$ cat config.mk
export PLATFORM = sky130hd
export DESIGN_NAME = pmrc_top
export DESIGN_NICKNAME = d
export VERILOG_FILES = /design/src/hw/pmrc_pkg.sv /design/src/hw/pmrc_rtc_tick.sv /design/src/hw/pmrc_top.sv /design/src/hw/pmrc_wake_timer.sv
export VERILOG_INCLUDE_DIRS = /design/src /design/src/hw
export SDC_FILE = /design/constraint.sdc
export NUM_CORES = 1
export LEC_CHECK = 0
export BUFFER_PORTS_ARGS = -buffer_cell sky130_fd_sc_hd__buf_4
export CAP_MARGIN = 20
export CORE_AREA = 8 8 139 141
export CTS_CLUSTER_DIAMETER = 40
export CTS_CLUSTER_SIZE = 30
export DETAILED_ROUTE_END_ITERATION = 12
export DIE_AREA = 0 0 147 149
export PLACE_DENSITY = 0.61
export SLEW_MARGIN = 20
export SYNTH_ARGS = -nofsm -noshare
export SYNTH_HDL_FRONTEND = slang
export SYNTH_SLANG_ARGS = --single-unit
$ cat constraint.sdc
create_clock -name CLK_IN -period 5.87 [get_ports CLK_IN]
set_input_delay 0.587 -clock CLK_IN [delete_from_list [all_inputs] [get_ports CLK_IN]]
set_output_delay 0.587 -clock CLK_IN [all_outputs]
set_load 0.02 [all_outputs]
$ cat src/hw/pmrc_consts.svh
// constants of the power-mode and reset controller
`ifndef PMRC_CONSTS_SVH
`define PMRC_CONSTS_SVH

// ---------------------------------------------------------------
// register offsets (byte addresses)
// ---------------------------------------------------------------
`define PMRC_OFS_CTRL       8'h00
`define PMRC_OFS_STATUS     8'h04
`define PMRC_OFS_WAKE_EN    8'h08
`define PMRC_OFS_IRQ_EN     8'h0C
`define PMRC_OFS_CAUSE      8'h10
`define PMRC_OFS_INT_STAT   8'h14
`define PMRC_OFS_INT_MASK   8'h18
`define PMRC_OFS_UNIT_EN    8'h1C
`define PMRC_OFS_RTC_TRIM   8'h20

// ---------------------------------------------------------------
// field positions
// ---------------------------------------------------------------
`define PMRC_CTRL_IDLE      0
`define PMRC_CTRL_SLEEP     1
`define PMRC_CTRL_OSC_KEEP  2
`define PMRC_CTRL_SWRST     3
`define PMRC_CAUSE_HARD     4'h1
`define PMRC_CAUSE_SOFT     4'h2
`define PMRC_CAUSE_WDOG     4'h4
`define PMRC_CAUSE_SLEEP    4'h8
`define PMRC_INT_IDLE_EXIT  0
`define PMRC_INT_WAKE_DONE  1

// ---------------------------------------------------------------
// reset values
// ---------------------------------------------------------------
`define PMRC_RST_UNIT_EN    8'hFF
`define PMRC_RST_MASK8      8'h00
`define PMRC_RST_TRIM       8'h00

// ---------------------------------------------------------------
// timing
// ---------------------------------------------------------------
`define PMRC_CLK_HZ         32'h05F5_E100
`define PMRC_RTC_HZ         32'h0000_8000
`define PMRC_MS_DIV         32'h0000_03E8
`define PMRC_WAKE_FAST_MS   32'h0000_000A
`define PMRC_WAKE_SLOW_MS   32'h0000_00A0
`define PMRC_WAKE_W         25
`define PMRC_RST_PULSE      5'h10

`endif

$ cat src/hw/pmrc_pkg.sv
// types of the power-mode and reset controller
package pmrc_pkg;

	typedef enum logic [4:0] {
		PMRC_NORMAL   = 5'h01,
		PMRC_IDLE     = 5'h02,
		PMRC_SR_ENTER = 5'h04,
		PMRC_SLEEP    = 5'h08,
		PMRC_WAKE     = 5'h10
	} pmrc_state_type;

	typedef struct packed {
		pmrc_state_type st;
		logic           osc_keep;
		logic [7:0]     wake_en;
		logic [7:0]     irq_en;
		logic [7:0]     unit_en;
		logic [7:0]     trim;
		logic [3:0]     cause;
		logic [1:0]     int_stat;
		logic [1:0]     int_mask;
		logic [4:0]     rst_cnt;
		logic [31:0]    rdata;
		logic           wake_start;
		logic           hard_s1;
		logic           hard_s2;
		logic           ack_s1;
		logic           ack_s2;
	} pmrc_ctl_type;

	typedef struct packed {
		logic [24:0] cnt;
		logic        busy;
		logic        done;
	} pmrc_timer_type;

	typedef struct packed {
		logic [26:0] acc;
		logic        tick;
	} pmrc_rtc_type;

endpackage

$ cat src/hw/pmrc_rtc_tick.sv
// real-time clock tick: trimmed 32.768 kHz enable derived from the system clock
`timescale 1ns/1ps
`include "pmrc_consts.svh"
module pmrc_rtc_tick (
	input  wire logic       CLK_IN,
	input  wire logic       RST_IN,
	input  wire logic [7:0] trim_in,
	output logic            tick_out
);
	pmrc_pkg::pmrc_rtc_type r;
	pmrc_pkg::pmrc_rtc_type next_r;
	logic [26:0] sum;

	// phase accumulator: trim speeds the tick up by whole hertz
	always_comb begin
		next_r = r;
		sum = r.acc + 27'(`PMRC_RTC_HZ) + {19'h00000, trim_in};
		next_r.tick = 1'b0;
		if (sum >= 27'(`PMRC_CLK_HZ)) begin
			next_r.acc = sum - 27'(`PMRC_CLK_HZ);
			next_r.tick = 1'b1;
		end else begin
			next_r.acc = sum;
		end
	end

	always_ff @(posedge CLK_IN) begin
		if (RST_IN) begin
			r <= '0;
		end else begin
			r <= next_r;
		end
	end

	assign tick_out = r.tick;
endmodule

$ cat src/hw/pmrc_top.sv
// power-mode sequencing, clock gating and reset control
//
// Strobed register access and the register addresses were left to the implementer.
`timescale 1ns/1ps
`include "pmrc_consts.svh"
module pmrc_top #(
	parameter int unsigned WAKE_FAST_CYCLES = `PMRC_WAKE_FAST_MS * (`PMRC_CLK_HZ / `PMRC_MS_DIV),
	parameter int unsigned WAKE_SLOW_CYCLES = `PMRC_WAKE_SLOW_MS * (`PMRC_CLK_HZ / `PMRC_MS_DIV)
) (
	input  wire logic        CLK_IN,
	input  wire logic        RST_IN,
	input  wire logic        HARD_RST_N_IN,
	input  wire logic [7:0]  ADDR_IN,
	input  wire logic [31:0] WDATA_IN,
	input  wire logic        WR_IN,
	input  wire logic        RD_IN,
	output logic      [31:0] RDATA_OUT,
	input  wire logic [7:0]  IRQ_SRC_IN,
	input  wire logic        WDOG_MATCH_IN,
	input  wire logic [7:0]  UNIT_BUSY_IN,
	input  wire logic        DRAM_SR_ACK_IN,
	output logic             DRAM_SR_REQ_OUT,
	output logic             CPU_CLK_EN_OUT,
	output logic      [7:0]  PERIPH_CLK_EN_OUT,
	output logic             FAST_OSC_EN_OUT,
	output logic             RTC_TICK_OUT,
	output logic      [2:0]  MODE_OUT,
	output logic             SYS_RST_OUT,
	output logic             IRQ_OUT
);
	// ---------------------------------------------------------------
	// state
	// ---------------------------------------------------------------
	pmrc_pkg::pmrc_ctl_type r;
	pmrc_pkg::pmrc_ctl_type next_r;

	logic       wake_done;
	logic       wr_ctrl;
	logic       sw_reset;
	logic       hard_req;
	logic       rst_trig;
	logic [3:0] rst_cause;
	logic [7:0] irq_pending;
	logic [7:0] wake_pending;
	logic [1:0] int_event;
	logic [1:0] int_clear;
	logic [`PMRC_WAKE_W-1:0] wake_load;

	assign wr_ctrl      = WR_IN && (ADDR_IN == `PMRC_OFS_CTRL);
	assign sw_reset     = wr_ctrl && WDATA_IN[`PMRC_CTRL_SWRST];
	assign hard_req     = !r.hard_s2;
	assign irq_pending  = IRQ_SRC_IN & r.irq_en;
	assign wake_pending = IRQ_SRC_IN & r.wake_en;
	assign wake_load    = r.osc_keep ? `PMRC_WAKE_W'(WAKE_FAST_CYCLES) :
		`PMRC_WAKE_W'(WAKE_SLOW_CYCLES);

	// ---------------------------------------------------------------
	// reset merge
	// ---------------------------------------------------------------
	// priority hard, watchdog, software, wake: a held pin must never be masked
	always_comb begin
		rst_cause = 4'h0;
		if (hard_req) begin
			rst_cause = `PMRC_CAUSE_HARD;
		end else if (WDOG_MATCH_IN) begin
			rst_cause = `PMRC_CAUSE_WDOG;
		end else if (sw_reset) begin
			rst_cause = `PMRC_CAUSE_SOFT;
		end else if (wake_done) begin
			rst_cause = `PMRC_CAUSE_SLEEP;
		end
	end
	assign rst_trig = |rst_cause;

	// ---------------------------------------------------------------
	// sequencer and registers
	// ---------------------------------------------------------------
	always_comb begin
		next_r = r;
		int_event = 2'h0;
		int_clear = 2'h0;
		next_r.wake_start = 1'b0;
		next_r.hard_s1 = HARD_RST_N_IN;
		next_r.hard_s2 = r.hard_s1;
		next_r.ack_s1 = DRAM_SR_ACK_IN;
		next_r.ack_s2 = r.ack_s1;

		case (r.st)
			pmrc_pkg::PMRC_NORMAL: begin
				if (wr_ctrl && WDATA_IN[`PMRC_CTRL_SLEEP]) begin
					next_r.st = pmrc_pkg::PMRC_SR_ENTER;
				end else if (wr_ctrl && WDATA_IN[`PMRC_CTRL_IDLE]) begin
					next_r.st = pmrc_pkg::PMRC_IDLE;
				end
			end
			pmrc_pkg::PMRC_IDLE: begin
				if (|irq_pending) begin
					next_r.st = pmrc_pkg::PMRC_NORMAL;
					int_event[`PMRC_INT_IDLE_EXIT] = 1'b1;
				end
			end
			pmrc_pkg::PMRC_SR_ENTER: begin
				if (r.ack_s2) begin
					next_r.st = pmrc_pkg::PMRC_SLEEP;
				end
			end
			pmrc_pkg::PMRC_SLEEP: begin
				if (|wake_pending) begin
					next_r.st = pmrc_pkg::PMRC_WAKE;
					next_r.wake_start = 1'b1;
				end
			end
			pmrc_pkg::PMRC_WAKE: begin
				if (wake_done) begin
					next_r.st = pmrc_pkg::PMRC_NORMAL;
					int_event[`PMRC_INT_WAKE_DONE] = 1'b1;
				end
			end
			default: begin
				next_r.st = pmrc_pkg::PMRC_NORMAL;
			end
		endcase

		if (WR_IN) begin
			case (ADDR_IN)
				`PMRC_OFS_CTRL:     next_r.osc_keep = WDATA_IN[`PMRC_CTRL_OSC_KEEP];
				`PMRC_OFS_WAKE_EN:  next_r.wake_en = WDATA_IN[7:0];
				`PMRC_OFS_IRQ_EN:   next_r.irq_en = WDATA_IN[7:0];
				`PMRC_OFS_INT_STAT: int_clear = WDATA_IN[1:0];
				`PMRC_OFS_INT_MASK: next_r.int_mask = WDATA_IN[1:0];
				`PMRC_OFS_UNIT_EN:  next_r.unit_en = WDATA_IN[7:0];
				`PMRC_OFS_RTC_TRIM: next_r.trim = WDATA_IN[7:0];
				default: begin
				end
			endcase
		end
		// an event in the clearing cycle survives the clear
		next_r.int_stat = (r.int_stat & ~int_clear) | int_event;

		if (rst_trig) begin
			next_r.cause = rst_cause;
			next_r.rst_cnt = `PMRC_RST_PULSE;
			next_r.st = pmrc_pkg::PMRC_NORMAL;
		end else if (r.rst_cnt != 5'h00) begin
			next_r.rst_cnt = r.rst_cnt - 5'h01;
		end

		next_r.rdata = 32'h0000_0000;
		if (RD_IN) begin
			case (ADDR_IN)
				`PMRC_OFS_CTRL:     next_r.rdata = {29'h0, r.osc_keep, 2'h0};
				`PMRC_OFS_STATUS:   next_r.rdata = {27'h0, r.st};
				`PMRC_OFS_WAKE_EN:  next_r.rdata = {24'h0, r.wake_en};
				`PMRC_OFS_IRQ_EN:   next_r.rdata = {24'h0, r.irq_en};
				`PMRC_OFS_CAUSE:    next_r.rdata = {28'h0, r.cause};
				`PMRC_OFS_INT_STAT: next_r.rdata = {30'h0, r.int_stat};
				`PMRC_OFS_INT_MASK: next_r.rdata = {30'h0, r.int_mask};
				`PMRC_OFS_UNIT_EN:  next_r.rdata = {24'h0, r.unit_en};
				`PMRC_OFS_RTC_TRIM: next_r.rdata = {24'h0, r.trim};
				default:            next_r.rdata = 32'h0000_0000;
			endcase
		end
	end

	// the cause register survives the system reset; RST_IN and the synchronised HARD_RST_N_IN both mark it hard
	always_ff @(posedge CLK_IN) begin
		if (RST_IN) begin
			r.st <= pmrc_pkg::PMRC_NORMAL;
			r.osc_keep <= 1'b0;
			r.wake_en <= `PMRC_RST_MASK8;
			r.irq_en <= `PMRC_RST_MASK8;
			r.unit_en <= `PMRC_RST_UNIT_EN;
			r.trim <= `PMRC_RST_TRIM;
			r.cause <= `PMRC_CAUSE_HARD;
			r.int_stat <= 2'h0;
			r.int_mask <= 2'h0;
			r.rst_cnt <= `PMRC_RST_PULSE;
			r.rdata <= 32'h0000_0000;
			r.wake_start <= 1'b0;
			r.hard_s1 <= 1'b1;
			r.hard_s2 <= 1'b1;
			r.ack_s1 <= 1'b0;
			r.ack_s2 <= 1'b0;
		end else begin
			r <= next_r;
		end
	end

	// ---------------------------------------------------------------
	// helpers
	// ---------------------------------------------------------------
	pmrc_wake_timer u_wake (
		.CLK_IN   (CLK_IN),
		.RST_IN   (RST_IN),
		.start_in (r.wake_start),
		.load_in  (wake_load),
		.done_out (wake_done)
	);

	// the rtc divider never stops, whatever the mode
	pmrc_rtc_tick u_rtc (
		.CLK_IN   (CLK_IN),
		.RST_IN   (RST_IN),
		.trim_in  (r.trim),
		.tick_out (RTC_TICK_OUT)
	);

	// ---------------------------------------------------------------
	// outputs
	// ---------------------------------------------------------------
	always_comb begin
		CPU_CLK_EN_OUT = 1'b0;
		PERIPH_CLK_EN_OUT = 8'h00;
		DRAM_SR_REQ_OUT = 1'b0;
		FAST_OSC_EN_OUT = 1'b1;
		MODE_OUT = 3'h1;
		case (r.st)
			pmrc_pkg::PMRC_NORMAL, pmrc_pkg::PMRC_SR_ENTER: begin
				CPU_CLK_EN_OUT = 1'b1;
				PERIPH_CLK_EN_OUT = r.unit_en & UNIT_BUSY_IN;
				DRAM_SR_REQ_OUT = (r.st == pmrc_pkg::PMRC_SR_ENTER);
			end
			pmrc_pkg::PMRC_IDLE: begin
				PERIPH_CLK_EN_OUT = r.unit_en & UNIT_BUSY_IN;
				MODE_OUT = 3'h2;
			end
			pmrc_pkg::PMRC_SLEEP: begin
				DRAM_SR_REQ_OUT = 1'b1;
				FAST_OSC_EN_OUT = r.osc_keep;
				MODE_OUT = 3'h4;
			end
			pmrc_pkg::PMRC_WAKE: begin
				DRAM_SR_REQ_OUT = 1'b1;
				MODE_OUT = 3'h4;
			end
			default: begin
				MODE_OUT = 3'h1;
			end
		endcase
	end

	assign SYS_RST_OUT = (r.rst_cnt != 5'h00);
	assign IRQ_OUT     = |(r.int_stat & r.int_mask);
	assign RDATA_OUT   = r.rdata;
endmodule

$ cat src/hw/pmrc_wake_timer.sv
// wake latency counter: one done pulse a load count after start
`timescale 1ns/1ps
`include "pmrc_consts.svh"
module pmrc_wake_timer (
	input  wire logic                    CLK_IN,
	input  wire logic                    RST_IN,
	input  wire logic                    start_in,
	input  wire logic [`PMRC_WAKE_W-1:0] load_in,
	output logic                         done_out
);
	pmrc_pkg::pmrc_timer_type r;
	pmrc_pkg::pmrc_timer_type next_r;

	always_comb begin
		next_r = r;
		next_r.done = 1'b0;
		if (start_in) begin
			next_r.cnt = load_in;
			next_r.busy = 1'b1;
		end else if (r.busy) begin
			if (r.cnt <= 25'h0000001) begin
				next_r.busy = 1'b0;
				next_r.done = 1'b1;
			end else begin
				next_r.cnt = r.cnt - 25'h0000001;
			end
		end
	end

	always_ff @(posedge CLK_IN) begin
		if (RST_IN) begin
			r <= '0;
		end else begin
			r <= next_r;
		end
	end

	assign done_out = r.done;
endmodule

# [Word level (Yosys, flattened, before mapping)]
# Cells that the tools add are included.
[classes] add_sub_neg=5 order_cmp=2 n_eq_ne=19 n_mux=31 n_bitwise=10 n_reduce_logical=26
[ops] cell="8-bit case mux with 9 select lines" count=1
[ops] cell="27-bit two-way mux" count=2
[ops] cell="8-bit by 5-bit == test with 1-bit output, second input constant" count=4
[ops] cell="5-bit two-way mux" count=6
[ops] cell="27-bit by 16-bit adder with 27-bit output, second input constant" count=1
[ops] cell="27-bit by 8-bit adder with 27-bit output" count=1
[ops] cell="27-bit >= comparator, second input constant" count=1
[ops] cell="27-bit subtractor, second input constant" count=1
[ops] cell="26-bit two-way mux" count=1
[ops] cell="25-bit by 1-bit less-or-equal comparator with 1-bit output, second input constant" count=1
[ops] cell="25-bit two-way mux" count=1
[ops] cell="5-bit case mux with 5 select lines" count=1
[ops] cell="25-bit by 1-bit subtractor with 25-bit output, second input constant" count=1
[ops] cell="8-bit bitwise AND" count=3
[ops] cell="24-bit two-way mux" count=1
[ops] cell="8-bit by 4-bit == test with 1-bit output, second input constant" count=2
[ops] cell="4-bit two-way mux" count=4
[ops] cell="8-bit OR reduction" count=2
[ops] cell="2-bit AND reduction" count=7
[ops] cell="2-bit OR reduction" count=5
[ops] cell="8-bit by 3-bit == test with 1-bit output, second input constant" count=1
[ops] cell="8-bit by 6-bit == test with 1-bit output, second input constant" count=1
[ops] cell="8-bit zero test" count=1
[ops] cell="1-bit two-way mux" count=8
[ops] cell="24 further kinds" count=36
[totals] ff_bits=143 inputBits=63 output_inout_bits=49 wordCells=114

# [Logic depth before layout (Yosys ltp)]
[depth] ltp_word=7 depth_mapped=17 depth_no_buf=15

# [Modules after synthesis]
# Synthesis repeated with hierarchy kept, for this count alone.
[hier_totals] cells_unflattened=899 hier_area_um2=7447.1
[modules_own_cells] module="pmrc_top" n_inst=1 cells_each=370 area_per_inst_um2=3278.1 seq_area_each_um2=1281.2
[modules_own_cells] module="pmrc_rtc_tick" n_inst=1 cells_each=314 area_per_inst_um2=2469.9 seq_area_each_um2=560.5
[modules_own_cells] module="pmrc_wake_timer" n_inst=1 cells_each=215 area_per_inst_um2=1699.1 seq_area_each_um2=540.5

# [Worst setup path after synthesis]
# Ideal clock, no wire load.
[synth_timing] path_kind="flip-flop to flip-flop" start="register r[50] in the netlist's numbering" end="register u_rtc.r[13] in the netlist's numbering" setup_time_ns=0.123 arrival_ns=3.610 required_time_ns=5.747 slack_ns=2.137 stages_incl_launch_ff=17 path_buffers=1 synth_period_minus_slack_ns=3.733 path_cell_list="dfxtp_1 ha_1 fa_1 a211oi_2 o21ai_0 a31oi_1 xnor2_1 ha_1 nor4b_1 nand3_1 nor4_1 nor4bb_1 a21oi_1 buf_2 a211oi_2 o32ai_2 mux2_1"
[synth_via] elab_chain_len=3 elab_cells_between_ends=4 cone_classes="add/sub: 2; order compare: 1; mux: 1"
[synth_rtl] item="start: declaration" line_no="pmrc_top.sv:34" rtl="pmrc_pkg::pmrc_ctl_type r;"
[synth_rtl] item="start signal: assignment" line_no="pmrc_top.sv:185" rtl="r <= next_r;"
[synth_rtl] item="27-bit by 8-bit adder with 27-bit output *" line_no="pmrc_rtc_tick.sv:17" rtl="sum = r.acc + 27'(`PMRC_RTC_HZ) + {19'h00000, trim_in};"
[synth_rtl] item="27-bit subtractor / 27-bit >= comparator (equally long branches)" line_no="pmrc_rtc_tick.sv:20, pmrc_rtc_tick.sv:19"
[synth_rtl] item="27-bit two-way mux *" line_no="pmrc_rtc_tick.sv:19" rtl="if (sum >= 27'(`PMRC_CLK_HZ)) begin"
[synth_rtl] item="end signal: assignment" line_no="pmrc_rtc_tick.sv:31" rtl="r <= next_r;"
[synth_rtl] item="end: declaration" line_no="pmrc_rtc_tick.sv:10" rtl="pmrc_pkg::pmrc_rtc_type r;"
# Mark *: on every way between the ends. The rest lies on a longest branch, timed or not.
# A chain may end at the register's enable or synchronous reset.

# [Final worst setup path]
# Same ends and word-level chain as after synthesis.

==> flow_summary.yaml <==
timing:
  finalCritPeriodShare_pct: 79.7
  worstMarginPinSlew_ns: 0.902
  max_freq_mhz: 214
  tns_ns: 0
  relSlewSlack_pct: 39.9
  hold_viol_final: 0
  fin_ws_ns: 1.19
  setup_viol: 0
  rsz0062_at_grt: "false"
  fin_skew_ns: 0.00611
  drv_slew: 0
  fin_crit_ns: 4.68
critical_path:
  cp_top_family: "compound AO/OA/AOI/OAI gates"
  crit_path_max_incr_delay_ns: 0.44
  crit_path_end_kind: "flip-flop"
  required_ns: 6.17
  timing.rr.start: "r[50]"
  worst-path-buf-inv: 0
  arrival_ns: 4.97
  crit_type: "flip-flop to flip-flop"
  cpMaxStageDelayCell: "fa_1"
  startpoint_type: "flip-flop"
  crit_path_frequent_cell: "ha_1"
  cp-startpoint: "r[50]"
  critical_path.max_fanout: 11
  path_cells: "ha_1, fa_1, a211oi_2, o21ai_0, a31oi_1, xnor2_1, ha_1, nor4b_1, nand3_1, nor4_1, nor4bb_1, a21oi_1, and2_4, o32ai_2, mux2_1"
logic_synthesis:
  ys_async_sr_fraction_pct: 0
  yosysSeqAreaShare_pct: 35.7
  synth_area_um2: 6670
  synth-edff-count: 0
  synth-main-ff-cell: "dfxtp_1"
  synthDistinctLibCells: 82
  ys_warn_count: 0
  syn_avg_cell_area_um2: 8.39
  synth_cells: 795
  synth_seq_cells: 119
power:
  combPwrFrac_pct: 6.0
  swShare_pct: 23.2
  p_clk_share_pct: 53.1
  p_seq_share_pct: 40.9
  p_sw_mw: 0.468
  p_leak_nw: 3.21
  power.density_nw_per_um2: 260
  ir_drop_uv: 258
  intPower_mw: 1.55
layout:
  syn2layout_area_growth_pct: 16.4
  antenna_cells: 0
  drive_gt1_share_pct: 16.1
  final_util_pct: 45.5
  n_fill_cell: 1752
  nNetsFinal: 918
  layoutNonFillerInstCount: 1078
outcome:
  status: "finished clean"
cts:
  clock-root-buffer: "clkbuf_16"
  hold_buffers: 0
  cts-buffers-inserted: 17
  numClockSinks: 119
  cts_resized: 0
  path_clk_slew_ns: 0.05
  postCtsSetupRepairBufs: 0
  clock_latency_ns: 0.41
  clock_path_buffers: 2
  cts_tree: "yes"
  h-tree-depth: 4
route:
  num_vias: 5830
  drt_iter0_drc: 531
  routedWlPerCell_um: 16.5
  viasPerCell: 5.41
  drt_wl_total_um: 17700
  drc: 0
  drtPass1Iterations: 7
  antenna_left: 0
placed_design:
  pre_cts_ws_ns: 1.23
  routabilityCongestion: 0.858
  dp_hpwl_um: 13000
  dp.cells: 1047
  portBuffers: 63
global_routing:
  grt_pass1_vias: 5553
  antenna_found_initial: 0
  grt.overflow.total: 0
  grt_pass1_wl_um: 28800
  grt_max_degree: 43
  grt_use_total_pct: 16.3
floorplan:
  start_util_pct: 39.1
  row_count: 48
  dieHeight_um: 149
  num_io_pins: 112
  coreArea_um2: 17100
  die_area_um2: 21900
  die_w_um: 147
job:
  drv_cap: 0
min_path:
  hp-start: "HARD_RST_N_IN"
  hp-class: "primary input to flip-flop"
Yosys cell counts, drive strengths merged (13+ instances only):
cell	instances	share of area, %
dfxtp	119	36
nor2	97	5.5
nand2	65	3.7
a21oi	52	4.1
nand3	39	3.1
buf	36	4.0
nor3	34	2.6
xnor2	33	4.3
clkbuf	24	1.4
and3	22	2.1
inv	18	1.0
mux2i	17	2.6
xor2	17	2.2
o21ai	16	1.2
ha	13	2.4
layout make-up:
class                      count  area (um^2)  share of cell area, %
clock buffer                  20          457                   5.88
clock inverter                11          149                   1.92
inverter                      20         75.1                  0.967
multi-input combinational    619         3940                   50.7
sequential                   119         2380                   30.7
tap                          225          282                   3.63
timing repair buffer          64          480                   6.19
layout by cell type (no fill, tap or decap), types with 4 or more instances in the layout:
cell / instances
mux2i_1: 17
nor4_1: 12
a211oi_2: 4
nor2b_1: 10
mux2_2: 10
and3_1: 22
nor3_1: 33
a222oi_1: 10
ha_1: 13
nand2_1: 65
xnor2_1: 33
dfxtp_1: 119
clkbuf_16: 17
conb_1: 24
inv_1: 18
xor2_1: 17
a21o_1: 8
a21oi_1: 50
and2_1: 6
a211oi_1: 7
or3_1: 6
o211ai_1: 7
or2_2: 10
a22oi_1: 12
nand3b_1: 6
or4_1: 4
nand4_1: 5
nand3_1: 38
a31oi_1: 11
buf_4: 64
nor2_1: 97
o21ai_0: 16
per-stage QoR:
step / hold WS [ns] / area, um^2 / total power [mW]
after floorplan: 0.389 / 6750 / 0.928
after CTS: 0.343 / 7760 / 2.04
after global routing: 0.347 / 7760 / 2.09
final: 0.358 / 7760 / 2.02
after global placement: 0.393 / 7160 / 0.963
after detailed placement: 0.393 / 7160 / 0.964
final timing paths:
path,to,slack [ns],cells past startpoint
worst max-delay path,u_rtc.r[13],1.19,15
worst min-delay path,next_r[2],0.36,2
worst max register to register,u_rtc.r[13],1.19,15
worst min register to register,r[2],0.40,1
flip-flops by register name, indices dropped and copies added (netlist names):
name	flops
next_r	2
RDATA_OUT	8
u_wake.r	26
u_wake.done_out	1
u_rtc.r	27
u_rtc.tick_out	1
r	54
worst reg2reg max path, cell delays in order, from the launching register on:
cell and delay [ns]:
dfxtp_1 0.33, ha_1 0.25, fa_1 0.44, a211oi_2 0.33, o21ai_0 0.21, a31oi_1 0.31
xnor2_1 0.21, ha_1 0.20, nor4b_1 0.23, nand3_1 0.16, nor4_1 0.33, nor4bb_1 0.31
a21oi_1 0.34, and2_4 0.29, o32ai_2 0.28, mux2_1 0.34
routing by layer:
metal | wire (um) | GRT usage [%]
met5 | 0 | 0
met4 | 187 | 5.61
met3 | 855 | 3.49
met2 | 8200 | 26.1
met1 | 8500 | 21.3
cells by family (layout without fill, tap and decap cells):
group | Yosys count | count (layout) | synth area share [%]
flip-flops | 119 | 119 | 35.7
multiplexers | 28 | 28 | 4.41
other | 1 | 24 | 0.0562
buffers and inverters | 80 | 115 | 6.51
AO/OA/AOI/OAI | 166 | 166 | 18.2
AND/OR/NAND/NOR | 337 | 337 | 25.8
adder cells (fa/ha/maj) | 14 | 14 | 2.74
XOR/XNOR | 50 | 50 | 6.57
power by group through the flow:
stage / sequential (mW) / clock, mW / combinational (mW)
2_1_floorplan: 0.836 / 0 / 0.0919
3_3_place_gp: 0.842 / 0 / 0.121
3_5_place_dp: 0.843 / 0 / 0.121
4_1_cts: 0.825 / 1.09 / 0.122
5_1_grt: 0.826 / 1.13 / 0.133
6_report: 0.825 / 1.07 / 0.122
Note: power is estimated with default switching activity, not from simulation.
